<file path="config.mk">
export PLATFORM = sky130hd
export DESIGN_NAME = mebc_bus
export DESIGN_NICKNAME = d
export VERILOG_FILES = /design/src/mebc_pkg.sv /design/src/mebc_cyc_timer.sv /design/src/mebc_bus.sv
export VERILOG_INCLUDE_DIRS = /design/src
export SDC_FILE = /design/constraint.sdc
export NUM_CORES = 1
export LEC_CHECK = 0
export ABC_AREA = 1
export BUFFER_PORTS_ARGS = -buffer_cell sky130_fd_sc_hd__buf_2
export CAP_MARGIN = 40
export CELL_PAD_IN_SITES_DETAIL_PLACEMENT = 0
export CELL_PAD_IN_SITES_GLOBAL_PLACEMENT = 1
export CORE_MARGIN = 2
export CORE_UTILIZATION = 32
export CTS_BUF_LIST = sky130_fd_sc_hd__clkbuf_4 sky130_fd_sc_hd__clkbuf_8 sky130_fd_sc_hd__clkbuf_16
export CTS_CLUSTER_DIAMETER = 150
export CTS_CLUSTER_SIZE = 20
export DETAILED_ROUTE_END_ITERATION = 10
export GPL_ROUTABILITY_DRIVEN = 0
export PLACE_DENSITY = 0.8
export SLEW_MARGIN = 25
export SYNTH_ARGS = -nofsm -noshare
export SYNTH_HDL_FRONTEND = slang
export SYNTH_SLANG_ARGS = --single-unit
</file>
<file path="constraint.sdc">
create_clock -name clk_i -period 2.2 [get_ports clk_i]
set_clock_uncertainty 0.1 [all_clocks]
set_input_delay 0 -clock clk_i [delete_from_list [all_inputs] [get_ports clk_i]]
set_output_delay 0 -clock clk_i [all_outputs]
set_load 0.005 [all_outputs]
</file>
<file path="src/mebc_regs.svh">
// Operation
// Multiplexed low address/data, separate high address
// Latch strobe marks low address on lines
// Fetch/const use program strobe; read, write
// Reset loads long six-period data cycles
// Firmware should retune cycle counts after reset
// Fetched code bytes go into prefetch queue
// Constant and data reads bypass the queue
// Cycle counts apply to every address range
// Separate counts for program and read reads
// Fetch cycle may abort when byte unneeded
// Only queue stalls lengthen fetch, never reads
// Writes go straight out, one count
// Bus always internal, pins only larger package
// Write wait bits 5:4, 4-7 periods, default 10
// Read wait bits 3:2, 4-7 periods, default 10
// Code wait bits 1:0, 3-6, const minimum four
// Bits 7/6 queue/cache enables, reset EBh
// Cycles last exactly programmed periods, strobe data-only
`ifndef MEBC_REGS_SVH
`define MEBC_REGS_SVH

// Register byte offsets on the Wishbone slave
`define MEBC_BTC_OFS      4'h0
`define MEBC_STAT_OFS     4'h4

// Bus timing control reset value and fields
`define MEBC_BTC_RESET    8'hEB
`define MEBC_QUEUE_EN_BIT      7
`define MEBC_CACHE_EN_BIT      6
`define MEBC_WR_WAIT_MSB       5
`define MEBC_WR_WAIT_LSB       4
`define MEBC_RD_WAIT_MSB       3
`define MEBC_RD_WAIT_LSB       2
`define MEBC_CODE_WAIT_MSB     1
`define MEBC_CODE_WAIT_LSB     0

// Cycle length bases in core clock periods
`define MEBC_DATA_BASE    4'h4
`define MEBC_CODE_BASE    4'h3
`define MEBC_CONST_MIN    4'h4
`define MEBC_CODE_WAIT_ZERO 2'h0
// Length every kind gets with the reset register value
`define MEBC_LONG_LEN     4'h6

`endif

</file>
<file path="src/mebc_pkg.sv">
`default_nettype none
package mebc_pkg;

  // Transfer kinds requested by the core
  typedef enum logic [1:0] {
    MEBC_K_FETCH = 2'b00,
    MEBC_K_CONST = 2'b01,
    MEBC_K_XRD   = 2'b10,
    MEBC_K_XWR   = 2'b11
  } mebc_kind_e;

  // Bus cycle phases
  typedef enum logic [1:0] {
    MEBC_ST_IDLE = 2'b00,
    MEBC_ST_ADDR = 2'b01,
    MEBC_ST_DATA = 2'b10
  } mebc_state_e;

  // One request from the core
  typedef struct packed {
    mebc_kind_e  kind;
    logic [15:0] addr;
    logic [7:0]  wdata;
  } mebc_req_s;

  // Bus outputs toward the memory module and pads
  typedef struct packed {
    logic [7:0] addr_hi;
    logic [7:0] ad_out;
    logic       ad_oe;
    logic       latch_strobe;
    logic       program_strobe_n;
    logic       read_strobe_n;
    logic       write_strobe_n;
  } mebc_bus_s;

endpackage
`default_nettype wire

</file>
<file path="src/mebc_cyc_timer.sv">
`timescale 1ns/10ps
`default_nettype none
// Period counter for one bus cycle; length is latched at start
module mebc_cyc_timer #(
  parameter int W = 4
) (
  input  wire logic         clk_i,
  input  wire logic         rst_i,
  input  wire logic         start_i,
  input  wire logic [W-1:0] len_i,
  input  wire logic         hold_i,
  input  wire logic         kill_i,
  output logic      [W-1:0] cnt_o,
  output logic      [W-1:0] len_o,
  output logic              last_o
);

  logic [W-1:0] cnt_q;  // Current period, zero when idle
  logic [W-1:0] len_q;  // Latched length of this cycle

  // Length is frozen so a register write mid-cycle cannot bend it
  always_ff @(posedge clk_i) begin
    if (rst_i) begin
      len_q <= '0;
    end else if (start_i) begin
      len_q <= len_i;
    end
  end

  // Count periods; a hold freezes the count
  always_ff @(posedge clk_i) begin
    if (rst_i) begin
      cnt_q <= '0;
    end else if (start_i) begin
      cnt_q <= W'(1);
    end else if (kill_i || last_o) begin
      cnt_q <= '0;
    end else if (cnt_q != '0 && !hold_i) begin
      cnt_q <= cnt_q + W'(1);
    end
  end

  assign last_o = (cnt_q != '0) && (cnt_q == len_q) && !hold_i;
  assign cnt_o  = cnt_q;
  assign len_o  = len_q;

endmodule
`default_nettype wire

</file>
<file path="src/mebc_bus.sv">
// Implementation choices: the register offsets and the Wishbone interface to the registers.
`timescale 1ns/10ps
`default_nettype none
`include "mebc_regs.svh"
// Multiplexed external bus cycle engine with Wishbone timing register
module mebc_bus
  import mebc_pkg::*;
#(
  parameter bit EXT_BUS_PINS = 1'b1  // Larger package brings bus to pads
) (
  input  wire logic        clk_i,
  input  wire logic        rst_i,
  // Wishbone classic slave
  input  wire logic        wb_cyc_i,
  input  wire logic        wb_stb_i,
  input  wire logic        wb_we_i,
  input  wire logic [3:0]  wb_adr_i,
  input  wire logic [31:0] wb_dat_i,
  input  wire logic [3:0]  wb_sel_i,
  output logic             wb_ack_o,
  output logic      [31:0] wb_dat_o,
  // Core request side
  input  wire logic        req_valid_i,
  input  wire mebc_req_s   req_i,
  output logic             req_ready_o,
  input  wire logic        abort_i,
  input  wire logic        stall_i,
  output logic             queue_wr_o,
  output logic      [7:0]  queue_data_o,
  output logic             core_rd_valid_o,
  output logic      [7:0]  core_rd_data_o,
  output logic             done_o,
  output logic             queue_en_o,
  output logic             cache_en_o,
  // Multiplexed bus
  output mebc_bus_s        bus_o,
  input  wire logic [7:0]  bus_ad_i,
  output logic             ext_pad_en_o
);

  // Registers and state
  logic [7:0]  btc_q;        // Bus timing control
  mebc_state_e state_q;      // Cycle phase
  mebc_kind_e  kind_q;       // Kind of the running cycle
  logic [15:0] addr_q;       // Address of the running cycle
  logic [7:0]  wdata_q;      // Write byte of the running cycle
  logic        ack_q;        // Wishbone acknowledge
  logic [31:0] rdat_q;       // Wishbone read data
  logic        queue_wr_q;   // Queue write pulse
  logic [7:0]  queue_data_q; // Queue write byte
  logic        rd_valid_q;   // Direct read pulse
  logic [7:0]  rd_data_q;    // Direct read byte
  logic        done_q;       // Cycle end pulse
  logic        aborted_q;    // Last cycle was aborted

  // Combinational helpers
  logic        start;        // Request accepted this edge
  logic        hold;         // Queue reload stall in force
  logic        kill;         // Fetch cycle abandoned
  logic        last;         // Final period of a cycle
  logic [3:0]  len_d;        // Length of the request offered
  logic [3:0]  cnt;          // Current period
  logic [3:0]  len_run;      // Length of the running cycle
  logic        busy;         // A cycle is on the bus
  logic        wb_req;       // Fresh Wishbone access
  logic [1:0]  wr_wait;      // Write wait code
  logic [1:0]  rd_wait;      // Read wait code
  logic [1:0]  code_wait;    // Code wait code

  assign wr_wait   = btc_q[`MEBC_WR_WAIT_MSB:`MEBC_WR_WAIT_LSB];
  assign rd_wait   = btc_q[`MEBC_RD_WAIT_MSB:`MEBC_RD_WAIT_LSB];
  assign code_wait = btc_q[`MEBC_CODE_WAIT_MSB:`MEBC_CODE_WAIT_LSB];
  assign busy = (state_q != MEBC_ST_IDLE);

  // Wishbone handshake: answer one cycle after the strobe, drop next
  assign wb_req = wb_cyc_i && wb_stb_i && !ack_q;

  always_ff @(posedge clk_i) begin
    if (rst_i) begin
      ack_q <= 1'b0;
    end else begin
      ack_q <= wb_req;
    end
  end

  // Timing register; reset gives long cycles and both enables on
  always_ff @(posedge clk_i) begin
    if (rst_i) begin
      btc_q <= `MEBC_BTC_RESET;
    end else if (wb_req && wb_we_i && wb_sel_i[0] &&
                 wb_adr_i == `MEBC_BTC_OFS) begin
      btc_q <= wb_dat_i[7:0];
    end
  end

  // Read mux; unmapped offsets read as zero and writes are dropped
  always_ff @(posedge clk_i) begin
    if (rst_i) begin
      rdat_q <= 32'h0000_0000;
    end else if (wb_req && !wb_we_i) begin
      if (wb_adr_i == `MEBC_BTC_OFS) begin
        rdat_q <= {24'h00_0000, btc_q};
      end else if (wb_adr_i == `MEBC_STAT_OFS) begin
        rdat_q <= {16'h0000, rd_data_q, 4'h0, aborted_q, kind_q, busy};
      end else begin
        rdat_q <= 32'h0000_0000;
      end
    end
  end

  assign wb_ack_o = ack_q;
  assign wb_dat_o = rdat_q;

  // One count per kind, never per address region
  always_comb begin
    case (req_i.kind)
      MEBC_K_XWR: begin
        len_d = `MEBC_DATA_BASE + {2'b00, wr_wait};
      end
      MEBC_K_XRD: begin
        len_d = `MEBC_DATA_BASE + {2'b00, rd_wait};
      end
      MEBC_K_CONST: begin
        // Constant loads cannot run at the shortest code setting
        if (code_wait == `MEBC_CODE_WAIT_ZERO) begin
          len_d = `MEBC_CONST_MIN;
        end else begin
          len_d = `MEBC_CODE_BASE + {2'b00, code_wait};
        end
      end
      default: begin
        len_d = `MEBC_CODE_BASE + {2'b00, code_wait};
      end
    endcase
  end

  // Accept only between cycles
  assign req_ready_o = !busy;
  assign start       = req_valid_i && !busy;

  // Stalls only stretch fetches, and only while the strobe is low
  assign hold = busy && kind_q == MEBC_K_FETCH && stall_i &&
                state_q == MEBC_ST_DATA;

  // Abort is honoured only with queue or cache logic enabled
  assign kill = busy && kind_q == MEBC_K_FETCH && abort_i &&
                (btc_q[`MEBC_QUEUE_EN_BIT] || btc_q[`MEBC_CACHE_EN_BIT]);

  mebc_cyc_timer #(
    .W (4)
  ) u_timer (
    .clk_i   (clk_i),
    .rst_i   (rst_i),
    .start_i (start),
    .len_i   (len_d),
    .hold_i  (hold),
    .kill_i  (kill),
    .cnt_o   (cnt),
    .len_o   (len_run),
    .last_o  (last)
  );

  // Capture the request for the whole cycle
  always_ff @(posedge clk_i) begin
    if (rst_i) begin
      kind_q  <= MEBC_K_FETCH;
      addr_q  <= 16'h0000;
      wdata_q <= 8'h00;
    end else if (start) begin
      kind_q  <= req_i.kind;
      addr_q  <= req_i.addr;
      wdata_q <= req_i.wdata;
    end
  end

  // Phase sequencing: one address period then the data phase
  always_ff @(posedge clk_i) begin
    if (rst_i) begin
      state_q <= MEBC_ST_IDLE;
    end else begin
      case (state_q)
        MEBC_ST_IDLE: begin
          if (start) begin
            state_q <= MEBC_ST_ADDR;
          end
        end
        MEBC_ST_ADDR: begin
          if (kill) begin
            state_q <= MEBC_ST_IDLE;
          end else begin
            state_q <= MEBC_ST_DATA;
          end
        end
        MEBC_ST_DATA: begin
          if (last || kill) begin
            state_q <= MEBC_ST_IDLE;
          end
        end
        default: begin
          state_q <= MEBC_ST_IDLE;
        end
      endcase
    end
  end

  // Fetched bytes land in the queue; an aborted fetch writes nothing
  always_ff @(posedge clk_i) begin
    if (rst_i) begin
      queue_wr_q   <= 1'b0;
      queue_data_q <= 8'h00;
    end else begin
      queue_wr_q <= last && kind_q == MEBC_K_FETCH && !kill;
      if (last && kind_q == MEBC_K_FETCH) begin
        queue_data_q <= bus_ad_i;
      end
    end
  end

  // Constant and data reads go straight to the core
  always_ff @(posedge clk_i) begin
    if (rst_i) begin
      rd_valid_q <= 1'b0;
      rd_data_q  <= 8'h00;
    end else begin
      rd_valid_q <= last && (kind_q == MEBC_K_CONST ||
                             kind_q == MEBC_K_XRD);
      if (last && (kind_q == MEBC_K_CONST || kind_q == MEBC_K_XRD)) begin
        rd_data_q <= bus_ad_i;
      end
    end
  end

  // End of cycle and abort record
  always_ff @(posedge clk_i) begin
    if (rst_i) begin
      done_q    <= 1'b0;
      aborted_q <= 1'b0;
    end else begin
      done_q <= last || kill;
      if (last || kill) begin
        aborted_q <= kill;
      end
    end
  end

  assign queue_wr_o      = queue_wr_q;
  assign queue_data_o    = queue_data_q;
  assign core_rd_valid_o = rd_valid_q;
  assign core_rd_data_o  = rd_data_q;
  assign done_o          = done_q;
  assign queue_en_o      = btc_q[`MEBC_QUEUE_EN_BIT];
  assign cache_en_o      = btc_q[`MEBC_CACHE_EN_BIT];

  // Pin decode from registered phase; high address stands all cycle
  always_comb begin
    bus_o.addr_hi          = busy ? addr_q[15:8] : 8'h00;
    bus_o.latch_strobe     = (state_q == MEBC_ST_ADDR);
    bus_o.ad_oe            = (state_q == MEBC_ST_ADDR) ||
                             (state_q == MEBC_ST_DATA && kind_q == MEBC_K_XWR);
    bus_o.ad_out           = (state_q == MEBC_ST_ADDR) ? addr_q[7:0] : wdata_q;
    bus_o.program_strobe_n = !(state_q == MEBC_ST_DATA &&
                               (kind_q == MEBC_K_FETCH || kind_q == MEBC_K_CONST));
    bus_o.read_strobe_n    = !(state_q == MEBC_ST_DATA && kind_q == MEBC_K_XRD);
    bus_o.write_strobe_n   = !(state_q == MEBC_ST_DATA && kind_q == MEBC_K_XWR);
  end

  // Memory module is always wired; pads only on the larger package
  assign ext_pad_en_o = EXT_BUS_PINS;

  // Period counter seen by the checks below
  logic [3:0] per_q;       // Periods since the cycle began
  logic       stalled_q;   // A stall stretched this cycle

  always_ff @(posedge clk_i) begin
    if (rst_i) begin
      per_q     <= 4'h0;
      stalled_q <= 1'b0;
    end else if (start) begin
      per_q     <= 4'h1;
      stalled_q <= 1'b0;
    end else if (busy) begin
      per_q     <= per_q + 4'h1;
      stalled_q <= stalled_q || hold;
    end
  end

  property p_reset_btc;
    @(posedge clk_i) $past(rst_i) && !rst_i |-> btc_q == `MEBC_BTC_RESET && len_d >= `MEBC_LONG_LEN;
  endproperty
  a_reset_btc: assert property (p_reset_btc) else $error("timing register not at reset value");

  property p_hi_addr;
    @(posedge clk_i) disable iff (rst_i)
      start ##1 busy [*3] |-> bus_o.addr_hi == $past(req_i.addr[15:8], 3);
  endproperty
  a_hi_addr: assert property (p_hi_addr) else $error("high address not held");

  property p_latch_addr;
    @(posedge clk_i) disable iff (rst_i)
      start |=> bus_o.latch_strobe && bus_o.ad_oe && bus_o.ad_out == $past(req_i.addr[7:0])
        && bus_o.program_strobe_n && bus_o.read_strobe_n && bus_o.write_strobe_n;
  endproperty
  a_latch_addr: assert property (p_latch_addr) else $error("address phase wrong");

  property p_write_strobe;
    @(posedge clk_i) disable iff (rst_i)
      !bus_o.write_strobe_n |-> kind_q == MEBC_K_XWR && bus_o.ad_oe && bus_o.ad_out == wdata_q;
  endproperty
  a_write_strobe: assert property (p_write_strobe) else $error("write strobe misused");

  property p_fetch_queue;
    @(posedge clk_i) disable iff (rst_i)
      last && kind_q == MEBC_K_FETCH && !kill |=> queue_wr_o && !core_rd_valid_o
        && queue_data_o == $past(bus_ad_i);
  endproperty
  a_fetch_queue: assert property (p_fetch_queue) else $error("fetch byte missed queue");

  property p_read_bypass;
    @(posedge clk_i) disable iff (rst_i)
      last && kind_q inside {MEBC_K_CONST, MEBC_K_XRD} |=> core_rd_valid_o && !queue_wr_o;
  endproperty
  a_read_bypass: assert property (p_read_bypass) else $error("read byte not bypassed");

  property p_abort_fetch;
    @(posedge clk_i) disable iff (rst_i)
      kill |-> kind_q == MEBC_K_FETCH ##1 !busy && done_o && !queue_wr_o;
  endproperty
  a_abort_fetch: assert property (p_abort_fetch) else $error("abort handling wrong");

  property p_no_read_stall;
    @(posedge clk_i) disable iff (rst_i)
      busy && kind_q != MEBC_K_FETCH && !last |=> cnt == $past(cnt) + 4'h1;
  endproperty
  a_no_read_stall: assert property (p_no_read_stall) else $error("stall on non-fetch cycle");

  property p_write_len;
    @(posedge clk_i) disable iff (rst_i)
      start && req_i.kind == MEBC_K_XWR |-> len_d == `MEBC_DATA_BASE + {2'b00, wr_wait};
  endproperty
  a_write_len: assert property (p_write_len) else $error("write length wrong");

  property p_code_len;
    @(posedge clk_i) disable iff (rst_i)
      start && req_i.kind == MEBC_K_CONST && code_wait == `MEBC_CODE_WAIT_ZERO |=> len_run == `MEBC_CONST_MIN;
  endproperty
  a_code_len: assert property (p_code_len) else $error("constant load too short");

  property p_exact_len;
    @(posedge clk_i) disable iff (rst_i)
      last && !stalled_q && !hold |-> per_q == len_run ##1 !busy;
  endproperty
  a_exact_len: assert property (p_exact_len) else $error("cycle length wrong");

  c_fetch: cover property (@(posedge clk_i) disable iff (rst_i) queue_wr_o);
  c_write: cover property (@(posedge clk_i) disable iff (rst_i) last && kind_q == MEBC_K_XWR);
  c_abort: cover property (@(posedge clk_i) disable iff (rst_i) kill);
  c_stall: cover property (@(posedge clk_i) disable iff (rst_i) hold ##1 last);

endmodule
`default_nettype wire

</file>
=== Word-level counts from Yosys, hierarchy flattened ===
Cells that the tools add are included.

* Bits in registers: 97
* Input port bits: 82
* Logic and storage cells: 88
* Output and inout bits: 77

* Reductions and logical operators: 43
* Equality and inequality tests: 12
* Muxes and demuxes: 13
* Add/sub/neg operators: 4

{| class="wikitable"
|+ Operators with widths
! operator !! number
|-
| $mux 16 || 2
|-
| $logic_and 1x1->1 || 21
|-
| $mux 8 || 2
|-
| $pmux 4 s3 || 1
|-
| $eq 2x2->1 const B || 5
|-
| $add 3x2->4 const A || 2
|-
| $logic_not 1->1 || 8
|-
| $eq 2x1->1 const B || 3
|-
| $logic_not 2->1 || 3
|-
| $mux 2 || 3
|-
| $pmux 2 s3 || 1
|-
| $logic_or 1x1->1 || 5
|-
| $add 4x1->4 const B || 1
|-
| $eq 4x3->1 const B || 1
|-
| $eq 4x4->1 || 1
|-
| $logic_not 4->1 || 1
|-
| $ne 2x2->1 const B || 2
|-
| $reduce_bool 4->1 || 1
|-
| $add 2x2->3 const A || 1
|-
| $mux 1 || 3
|-
| $mux 3 || 1
|-
| $reduce_bool 3->1 || 1
|-
| $reduce_or 3->1 || 1
|-
| $reduce_and 2->1 || 1
|-
| $reduce_bool 2->1 || 1
|}

=== Depth between registers and ports, before layout ===
Gate-level depths: netlist of the first run.

* Depth in word-level cells: 9
* Gate-level depth with buffers: 10
* Mapped depth without buffers: 10

=== Cells and area by module ===
A second synthesis of the first run with hierarchy kept.

* Cells, all modules: 522
* Area, all modules: 3712.3 µm²

{| class="wikitable"
|+ Modules (own cells, without submodules)
! module !! sequential area each (µm²) !! area each (µm²) !! times used !! cells an instance
|-
| mebc_bus || 1461.4 || 3243.1 || 1 || 449
|-
| mebc_cyc_timer || 160.2 || 469.2 || 1 || 73
|}

=== Worst setup path after synthesis of the first run ===
No wires, ideal clock.

* Kind: reg2reg
* Start: register kind_q[0]
* End: register u_timer.cnt_q[1], in the netlist u_timer.cnt_o[1]
* Clock period less this slack: 1579 ps
* Library setup time: 64 ps
* Data required time: 2036 ps
* Slack: 621 ps
* Path buffers: 1
* Data arrival time: 1415 ps
* Stages on the path, launching flop included: 11
* Path through: dfxtp_1 -> inv_1 -> ha_1 -> buf_2 -> inv_1 -> nor2_1 -> o211ai_1 -> nand2_1 -> inv_1 -> nand2_1 -> nor2_1

* Cells in the longest elaborated chain, start to end: 8
* Elaborated cells on any way between the ends: 11
* Those cells by class: reduce/logical: 11

{| class="wikitable"
|+ RTL lines
! item !! RTL line !! source
|-
| from (decl) || mebc_bus.sv:44 || <nowiki>mebc_kind_e kind_q;</nowiki>
|-
| from (signal assigned) || mebc_bus.sv:170 || <nowiki>kind_q <= req_i.kind;</nowiki>
|-
| $logic_not 2->1 (*) || mebc_bus.sv:142, mebc_bus.sv:146 ||
|-
| $logic_and 1x1->1 (*) || mebc_bus.sv:142, mebc_bus.sv:146 ||
|-
| $logic_and 1x1->1 (2 in a row) || mebc_bus.sv:142 || <nowiki>assign hold = busy && kind_q == MEBC_K_FETCH && stall_i &&</nowiki>
|-
| $logic_not 1->1 || mebc_cyc_timer.sv:38, mebc_cyc_timer.sv:43 ||
|-
| $logic_and 1x1->1 || mebc_cyc_timer.sv:43 || <nowiki>assign last_o = (cnt_q != '0) && (cnt_q == len_q) && !hold_i;</nowiki>
|-
| $logic_or 1x1->1 || mebc_cyc_timer.sv:36 || <nowiki>end else if (kill_i || last_o) begin</nowiki>
|-
| $reduce_or 3->1 (no line) || - ||
|-
| to (signal assigned) || mebc_cyc_timer.sv:39 || <nowiki>cnt_q <= cnt_q + W'(1);</nowiki>
|-
| to (decl) || mebc_cyc_timer.sv:18 || <nowiki>logic [W-1:0] cnt_q;</nowiki>
|}

Mark *: on every way between the ends. The rest lies on a longest branch, timed or not.
A chain may end at the register's enable or synchronous reset.

=== Worst setup path after layout of the first run ===
* Start: register ack_q, in the netlist wb_ack_o
* End: register rdat_q[2], in the netlist wb_dat_o[2]

* Cells in the longest elaborated chain, start to end: 3

{| class="wikitable"
|+ RTL lines
! item !! RTL line !! source
|-
| from (decl) || mebc_bus.sv:47 || <nowiki>logic ack_q;</nowiki>
|-
| from (signal assigned) || mebc_bus.sv:82 || <nowiki>ack_q <= wb_req;</nowiki>
|-
| $logic_not 1->1 || mebc_bus.sv:76 || <nowiki>assign wb_req = wb_cyc_i && wb_stb_i && !ack_q;</nowiki>
|-
| $logic_and 1x1->1 || mebc_bus.sv:76 ||
|-
| $logic_and 1x1->1 || mebc_bus.sv:100 || <nowiki>end else if (wb_req && !wb_we_i) begin</nowiki>
|-
| to (signal assigned) || mebc_bus.sv:102 || <nowiki>rdat_q <= {24'h00_0000, btc_q};</nowiki>
|-
| to (signal assigned) || mebc_bus.sv:104 || <nowiki>rdat_q <= {16'h0000, rd_data_q, 4'h0, aborted_q, kind_q, busy};</nowiki>
|-
| to (decl) || mebc_bus.sv:48 || <nowiki>logic [31:0] rdat_q;</nowiki>
|}

No other way between the ends.

==> summary.txt, run 1 <==
CTS
  – H-tree depth: 3
  – Clock Path Buffers: 2
  – Reg clk slew, reported paths: 0.09 ns
  – Worst skew pair latency: 0.35 ns
  – Clk sinks: 80
  – CTS tree: built
  – Clk root buf: clkbuf_8
  – Cts bufs inserted: 9

Worst setup path
  – Required time of the critical path: 2.40 ns
  – Worst setup SP type: register
  – Crit-path max FO: 3
  – CP endpoint kind: register
  – Crit path arrival time: 2.33 ns
  – Worst Path Class, Setup: register to register

Yosys
  – Multiplexer share of the synthesized area: 0%
  – Syn Inst Count: 482
  – Post-Syn Area per Cell: between 7 and 8 sq um
  – Yosys top cell area share: ~45%
  – Xor/xnor share of the synthesized area: less than 1%
  – Number of synthesis warnings: 0
  – Adder-cell share of the synthesized area: between 3 and 4%
  – Post-synthesis compound-gate area fraction: 11.5%
  – Area leader, netlist: dfxtp_1
  – Largest family of logic cells by synthesized area: simple AND/OR/NAND/NOR gates
  – Synth top area cells: dfxtp_1, nand2_1, nor2_1, inv_1, o21ai_0
  – Cell Area, Synth: 3560 sq um
  – Seq cells post-synth: 80
  – Seq/Total Area, Yosys: approximately 45%
  – Netlist cell types: 26
  – Simple logic cell fraction of the synthesized area: 28.1%

STA
  – Crit share post-route: 97.1%
  – Post-route minimum period: 2.14 ns
  – Max frequency: 468 MHz
  – Max-slew violation count: 0
  – Endpoints failing setup: 0
  – Final hold violation count: 0
  – TNS Setup: 0 ns
  – RSZ-0062 raised after global routing: false

Power
  – Power density cells: 682 nW/um^2
  – Max VDD drop: 0.327 mV
  – Leakage power: 2.35 nW

Floorplanning
  – Die height: 110 um
  – Die W: 110 um
  – Row count: 38
  – Full die area: 12000 sq um
  – Io pins: 159
  – Initial Util: roughly a third
  – Core area: 10800 sq um

Route
  – DRC viols: 0
  – Routed wl met2: 4460 um
  – Met1 WL: 4180 um
  – First-pass DRT Iterations: 4
  – Routed wire per std cell: 11.9 um
  – Drt initial violations: 150
  – Metal3 WL: 610 um
  – Via count: ~3.6k
  – Vias per cell: 4.48
  – Antenna viol nets, final: 0
  – Top routing layer in use: met4
  – Total wire length: 9420 um

Final layout
  – Share of cells above drive strength 1: around 24%
  – Final Non-Filler Cells: between 700 and 800
  – Nets: between 700 and 800
  – Most frequent cells in the layout: nand2_1, buf_2, dfxtp_1
  – Antenna cells: 0
  – Area Overhead vs Synth: 38.6%
  – Most common cell after layout, fill and taps aside: nand2_1

GRT
  – Number of global-route vias before repair: around 3.4k
  – Pin count of the biggest net entering global routing: 27
  – Antenna violations before repair: 0
  – First-pass GRT wire length: 15100 um
  – GRT Total Usage: 16.0%
  – Total gr overflow: 0

Placed design
  – Placed Cells: slightly above 700
  – # port buffers: 114
  – HPWL after DPL: 6840 um

Min path
  – Worst Hold Class: primary input to register

Run
  – Max-Cap Viols: 0

Outcome
  – Status: complete, no violations
## sequential cells by signal, indices dropped and copies added (netlist names), 2 cells and up
name            cells
queue_data_o        8
u_timer.len_o       3
addr_q             16
wb_dat_o           16
btc_q               8
wdata_q             8
core_rd_data_o      8
state_q             2
u_timer.cnt_o       4
kind_q              2
## where the power goes
part / total, W / switching, W / internal, W
Clock: 0.00104 / 0.000601 / 0.000438
Sequential: 0.00161 / 0.0000602 / 0.00155
Combinational: 0.000719 / 0.000420 / 0.000299
## worst max-delay path, cell delays in order, from the launching register on
cell           delay [ns]
dfxtp_1              0.32
nor2_2               0.13
inv_1                0.09
nor2_4               0.15
nand2_1              0.06
dlygate4sd3_1        0.56
a21oi_1              0.11
dlygate4sd3_1        0.56
## cell families after synthesis
logic type	Yosys count
DFF	80
adders and majority gates	9
AOI/OAI and AO/OA	73
buffers and inverters	90
and+or+nand+nor	227
other	2
xor gates and xnor gates	1
## repair_timing
action,4_1_cts,5_1_grt
hold buffers,52,0
buffers inserted,0,1
endpoints found under the setup margin,0,1
gates resized for setup,0,1
hold endpoints to repair,74,0
## metal layers
| layer | vias to the layer above | track usage, % |
|---|---|---|
| li1 | 1831 | - |
| met1 | 1599 | 19.0 |
| met2 | 106 | 27.2 |
| met3 | 19 | 5.10 |
| met4 | 0 | 5.79 |
| met5 | - | 0 |
## final timing paths
| check | to | start | slack [ns] | cells past startpoint |
|---|---|---|---|---|
| max | wb_dat_o[2] | wb_ack_o | 0.06 | 7 |
| min reg2reg | wb_dat_o[7] | wb_dat_o[7] | 0.37 | 2 |
| min | wb_dat_o[0] | wb_adr_i[2] | 0.07 | 6 |
| max reg2reg | wb_dat_o[2] | wb_ack_o | 0.06 | 7 |
## cell usage after synthesis
cell	count
o21ai_0	35
conb_1	2
inv_1	48
nand3_1	18
nor2_2	2
a22o_1	8
buf_4	20
ha_1	9
nor3_1	2
clkinv_1	1
o211ai_1	4
nor2_1	62
o22ai_1	4
nand3_4	1
a21oi_1	19
nor2_4	4
nand2_2	1
o21ai_1	3
nand2_1	119
nor2_8	2
nand4_1	16
clkbuf_1	8
dfxtp_1	80
inv_2	6
xor2_1	1
buf_2	7
## metrics by stage
| step | power [W] | instance area [sq um] | worst slack (ns) | util [%] | hold WS [ns] |
|---|---|---|---|---|---|
| floorplan | 0.00209 | 3620 | 0.621 | - | 0.0127 |
| global placement | 0.00227 | 4220 | 0.418 | 38.9 | 0.0996 |
| detailed placement | 0.00229 | 4220 | 0.357 | 38.9 | 0.102 |
| CTS | 0.00340 | 4930 | 0.0711 | 45.5 | 0.0378 |
| global route | 0.00358 | 4940 | 0.00232 | 45.5 | 0.0889 |
| finish | 0.00337 | 4940 | 0.0629 | 45.5 | 0.0731 |
## layout make-up
class / instances / area, sq um
timing repair buffer: 176 / 1170
sequential: 80 / 1600
clock inverter: 7 / 62.6
tap: 140 / 175
inverter: 55 / 206
clock buffer: 9 / 124
fill: 1122 / 5900
multi-input combinational: 327 / 1600
Power figures use the tool's default switching activity.
==> run 2: changes to the inputs <==
--- a/config.mk
+++ b/config.mk
@@ -19,6 +19,7 @@
 export DETAILED_ROUTE_END_ITERATION = 10
 export GPL_ROUTABILITY_DRIVEN = 0
 export PLACE_DENSITY = 0.8
+export RECOVER_POWER = 25
 export SLEW_MARGIN = 25
 export SYNTH_ARGS = -nofsm -noshare
 export SYNTH_HDL_FRONTEND = slang
==> summary.txt, run 2 (same netlist as run 1, synthesis figures left out) <==
Final layout
  – Antenna cells: 0 (unchanged)
  – Multi-input logic area: 1600 sq um (unchanged)
  – Most common cell after layout, fill and taps aside: nand2_1
  – # fillers: 1128 (+0.53%)
  – Register area: 1600 sq um (unchanged)
  – Share of cells above drive strength 1: 20.0% (-4.1 points)
  – Most frequent cells in the layout: nand2_1, buf_2, dfxtp_1
  – Nets: 740 (unchanged)
  – Final Util: 45.2% (-0.31 points)
  – Area Overhead vs Synth: 37.6%

Worst setup path
  – Crit-path max FO: 3 (unchanged)
  – Crit-path max cell delay: 0.57 ns (about the same)
  – Crit path top cell by count: dlygate4sd3_1
  – Required time of the critical path: 2.40 ns (about the same)
  – CP cell instances: nor2_2 > inv_1 > nor2_4 > nand2_1 > dlygate4sd3_1 > a21oi_1 > dlygate4sd3_1
  – Slowest CP cell: dlygate4sd3_1
  – Crit path arrival time: 2.34 ns (about the same)
  – CP endpoint kind: register
  – R2R setup slack: 0.06 ns (about the same)
  – Worst setup SP type: register
  – Worst Path Class, Setup: register to register

GRT
  – Total gr overflow: 0 (unchanged)
  – GRT Total Usage: 16.0% (unchanged)
  – Pin count of the biggest net entering global routing: 27 (unchanged)
  – Antenna violations before repair: 0 (unchanged)
  – First-pass GRT wire length: 15100 um (unchanged)
  – Number of global-route vias before repair: 3406 (unchanged)

STA
  – Crit share post-route: 97.5% (+0.31 points)
  – RSZ-0062 raised after global routing: false
  – TNS Setup: 0 ns (unchanged)
  – Max frequency: 466 MHz (-0.32%)
  – Worst-case hold slack: 0.0762 ns (+0.00315 ns)
  – Post-route minimum period: 2.14 ns (+0.00684 ns)
  – Max-slew violation count: 0 (unchanged)
  – Final hold violation count: 0 (unchanged)
  – Endpoints failing setup: 0 (unchanged)

Route
  – Drt initial violations: 133 (-11%)
  – Total wire length: 9460 um (+0.39%)
  – Routed wire per std cell: 11.9 um (+0.39%)
  – First-pass DRT Iterations: 4 (unchanged)
  – Antenna viol nets, final: 0 (unchanged)
  – Vias per cell: 4.47 (-0.20%)
  – DRC viols: 0 (unchanged)
  – Via count: 3548 (-0.20%)

CTS
  – H-tree depth: 3 (unchanged)
  – Reg clk slew, reported paths: 0.09 ns (about the same)
  – Clk root buf: clkbuf_8
  – Worst skew pair latency: 0.35 ns (about the same)
  – CTS tree: built
  – Cts bufs inserted: 9 (unchanged)
  – Clk sinks: 80 (unchanged)
  – Clock Path Buffers: 2 (unchanged)

Floorplanning
  – Io pins: 159 (unchanged)
  – Core area: 10800 sq um (unchanged)
  – Full die area: 12000 sq um (unchanged)
  – Die W: 110 um (unchanged)
  – Die height: 110 um (unchanged)
  – Row count: 38 (unchanged)
  – Initial Util: 32.9% (unchanged)

Outcome
  – Status: complete, no violations

Power
  – Max VDD drop: 0.327 mV (about the same)
  – Power density cells: 686 nW/um^2 (+0.55%)
  – Leakage power: 2.23 nW (-4.8%)

Min path
  – Worst Hold Class: primary input to register

Run
  – Max-Cap Viols: 0 (unchanged)

Placed design
  – # port buffers: 114 (unchanged)
  – HPWL after DPL: 6840 um (unchanged)
## run 2: worst paths after layout
check,from,to,cells after the start
max,wb_ack_o,wb_dat_o[2],7
min,wb_adr_i[2],wb_dat_o[0],6
max reg2reg,wb_ack_o,wb_dat_o[2],7
min reg2reg,wb_dat_o[7],wb_dat_o[7],2
## run 2: final cells by class
type | count | area share (%)
Clock buffer | 9 | 2.53
Clock inverter | 7 | 1.28
Inverter | 55 | 4.21
Multi-Input combinational cell | 327 | 32.7
Sequential cell | 80 | 32.7
Tap cell | 140 | 3.57
Timing Repair Buffer | 176 | 23.1
## run 2: timing repair
action,CTS,global route
gates resized for setup,0,1
buffers inserted,0,1
endpoints found under the setup margin,0,1
endpoints found under the hold margin,74,0
hold buffers,52,0
## run 2: per-stage QoR
step	setup WS (ns)	power, W	std cells	instance area, sq um
after floorplan	0.621	0.00209	497	3620
after global placement	0.418	0.00227	725	4220
after detailed placement	0.357	0.00229	725	4220
after CTS	0.0711	0.00340	793	4930
after global routing	0.000468	0.00357	794	4900
final	0.0560	0.00336	794	4900
## run 2: layer usage
layer  wire [um]  global-route usage, %  up-vias
met5           0                      0        -
met4         136                   5.79        0
met3         619                   5.10       16
met2        4500                   27.2      104
met1        4210                   19.0     1598
li1            -                      -     1830
## run 2: worst max-delay path: cells and delay by family (launching register included)
kind                   cells  cell delay, ns
and+or+nand+nor            3            0.34
DFF                        1            0.32
buffers and inverters      3            1.22
AOI/OAI and AO/OA          1            0.11
## run 2: power breakdown
part           total, W  leakage, nW  internal [W]  switching [W]
Clock           0.00104       0.0984      0.000438       0.000604
Combinational  0.000711         1.48      0.000291       0.000420
Sequential      0.00161        0.652       0.00155      0.0000610
Total           0.00336         2.23       0.00228        0.00108
==> run 3: changes to the inputs <==
--- a/config.mk
+++ b/config.mk
@@ -18,6 +18,7 @@
 export CTS_CLUSTER_SIZE = 20
 export DETAILED_ROUTE_END_ITERATION = 10
 export GPL_ROUTABILITY_DRIVEN = 0
+export MAX_ROUTING_LAYER = met4
 export PLACE_DENSITY = 0.8
 export RECOVER_POWER = 25
 export SLEW_MARGIN = 25
==> summary.txt, run 3 (same netlist as run 1, synthesis figures left out) <==
Worst setup path
  – Worst Path Class, Setup: register to register
  – CP Capture Point: wb_dat_o[2]
  – Reg-to-Reg End: wb_dat_o[2]
  – Crit path arrival time: 2.34 ns (about the same)
  – Required time of the critical path: 2.40 ns (about the same)
  – Crit-path max cell delay: 0.57 ns (about the same)
  – R2R setup slack: 0.06 ns (about the same)
  – Slowest CP cell: dlygate4sd3_1
  – R2R Path Start: wb_ack_o
  – Worst setup SP type: register
  – CP cell instances: nor2_2 > inv_1 > nor2_4 > nand2_1 > dlygate4sd3_1 > a21oi_1 > dlygate4sd3_1
  – CP endpoint kind: register
  – Crit path top cell by count: dlygate4sd3_1
  – Crit-path max FO: 3 (unchanged)
  – FF-to-FF path depth: 7 (unchanged)
  – Crit path from: wb_ack_o

Placed design
  – HPWL after DPL: 6840 um (unchanged)
  – Placed Cells: 725 (unchanged)
  – # port buffers: 114 (unchanged)

Final layout
  – Most common cell after layout, fill and taps aside: nand2_1
  – Share of cells above drive strength 1: 20.0% (unchanged)
  – Register area: 1600 sq um (unchanged)
  – Antenna cells: 0 (unchanged)
  – Final Non-Filler Cells: 794 (unchanged)
  – Area Overhead vs Synth: 37.6% (unchanged)
  – Most frequent cells in the layout: nand2_1, buf_2, dfxtp_1
  – Multi-input logic area: 1600 sq um (unchanged)
  – Nets: 740 (unchanged)
  – # fillers: 1128 (unchanged)

Route
  – Total wire length: 9460 um (about the same)
  – First-pass DRT Iterations: 4 (unchanged)
  – Antenna viol nets, final: 0 (unchanged)
  – Via count: 3565 (+0.48%)
  – Drt initial violations: 149 (+12%)
  – Routed wire per std cell: 11.9 um (about the same)
  – Vias per cell: 4.49 (+0.48%)
  – DRC viols: 0 (unchanged)

GRT
  – Antenna violations before repair: 0 (unchanged)
  – First-pass GRT wire length: 15100 um (unchanged)
  – Pin count of the biggest net entering global routing: 27 (unchanged)
  – Total gr overflow: 0 (unchanged)
  – GRT Total Usage: 16.5% (+0.46 points)
  – Number of global-route vias before repair: 3402 (-0.12%)

Floorplanning
  – Core area: 10800 sq um (unchanged)
  – Initial Util: 32.9% (unchanged)
  – Row count: 38 (unchanged)
  – Die height: 110 um (unchanged)
  – Io pins: 159 (unchanged)
  – Die W: 110 um (unchanged)
  – Full die area: 12000 sq um (unchanged)

STA
  – Post-route minimum period: 2.14 ns (-0.00374 ns)
  – Final hold violation count: 0 (unchanged)
  – Max frequency: 467 MHz (+0.17%)
  – Endpoints failing setup: 0 (unchanged)
  – Max-slew violation count: 0 (unchanged)
  – TNS Setup: 0 ns (unchanged)
  – RSZ-0062 raised after global routing: false
  – Crit share post-route: 97.3% (-0.17 points)

Run
  – Max-Cap Viols: 0 (unchanged)

Power
  – Power density cells: 686 nW/um^2 (about the same)
  – Leakage power: 2.23 nW (unchanged)
  – Max VDD drop: 0.326 mV (-0.18%)

CTS
  – Clock Path Buffers: 2 (unchanged)
  – CTS tree: built
  – H-tree depth: 3 (unchanged)
  – Clk sinks: 80 (unchanged)
  – Worst skew pair latency: 0.35 ns (about the same)
  – Cts bufs inserted: 9 (unchanged)
  – Clk root buf: clkbuf_8
  – Reg clk slew, reported paths: 0.09 ns (about the same)

Outcome
  – Status: complete, no violations

Min path
  – Worst Hold Class: primary input to register
==> run 3: cell counts in the layout (fill, tap and decap cells not counted) <==
Identical to the previous run, type by type.
==> run 3: critical path, delay by kind of cell, from the launching register on <==
kind                   cells  cell delay, ns
buffers and inverters      3            1.22
AND/OR/NAND/NOR            3            0.34
flip-flops                 1            0.32
AO/OA/AOI/OAI              1            0.11
==> run 3: metal layers <==
metal	part of all wire (%)	global-route usage, %
met3	5.8	4.56
met5	0	-
met1	45	19.3
met2	47	27.2
met4	1.6	5.79
==> run 3: layout make-up <==
class / instances / share of cell area, %
multi-input combinational: 327 / 32.7
sequential: 80 / 32.7
timing repair buffer: 176 / 23.1
clock buffer: 9 / 2.53
tap: 140 / 3.57
inverter: 55 / 4.21
clock inverter: 7 / 1.28
==> run 3: how the worst min path moves through the flow <==
stage | from | slack, ns | cells after the start | to
floorplan | req_i[18] | 0.01 | 2 | addr_q[10]
finish | wb_adr_i[2] | 0.08 | 6 | wb_dat_o[0]
global route | wb_adr_i[0] | 0.09 | 6 | wb_dat_o[1]
detailed placement | req_i[7] | 0.10 | 3 | wdata_q[7]
global placement | req_i[7] | 0.1 | 3 | wdata_q[7]
CTS | wb_cyc_i | 0.04 | 7 | wb_dat_o[0]
==> run 3: what timing repair did <==
action	CTS	global route
endpoints found under the hold margin	74	0
setup buffers	0	1
endpoints found under the setup margin	0	1
resized for setup	0	1
hold buffers	52	0
==> run 3: stage by stage <==
| step | cell area [sq um] | setup WS (ns) | total power [W] | util [%] | hold WS (ns) |
|---|---|---|---|---|---|
| after CTS | 4930 | 0.0711 | 0.00340 | 45.5 | 0.0378 |
| after global placement | 4220 | 0.418 | 0.00227 | 38.9 | 0.0996 |
| final | 4900 | 0.0598 | 0.00336 | 45.2 | 0.0778 |
| after global routing | 4900 | 0.000468 | 0.00357 | 45.2 | 0.0888 |
| after floorplan | 3620 | 0.621 | 0.00209 | - | 0.0127 |
| after detailed placement | 4220 | 0.357 | 0.00229 | 38.9 | 0.102 |
==> run 3: power by group <==
part / switching [W] / internal [W]
registers: 0.0000614 / 0.00155
logic: 0.000420 / 0.000291
clock network: 0.000604 / 0.000438
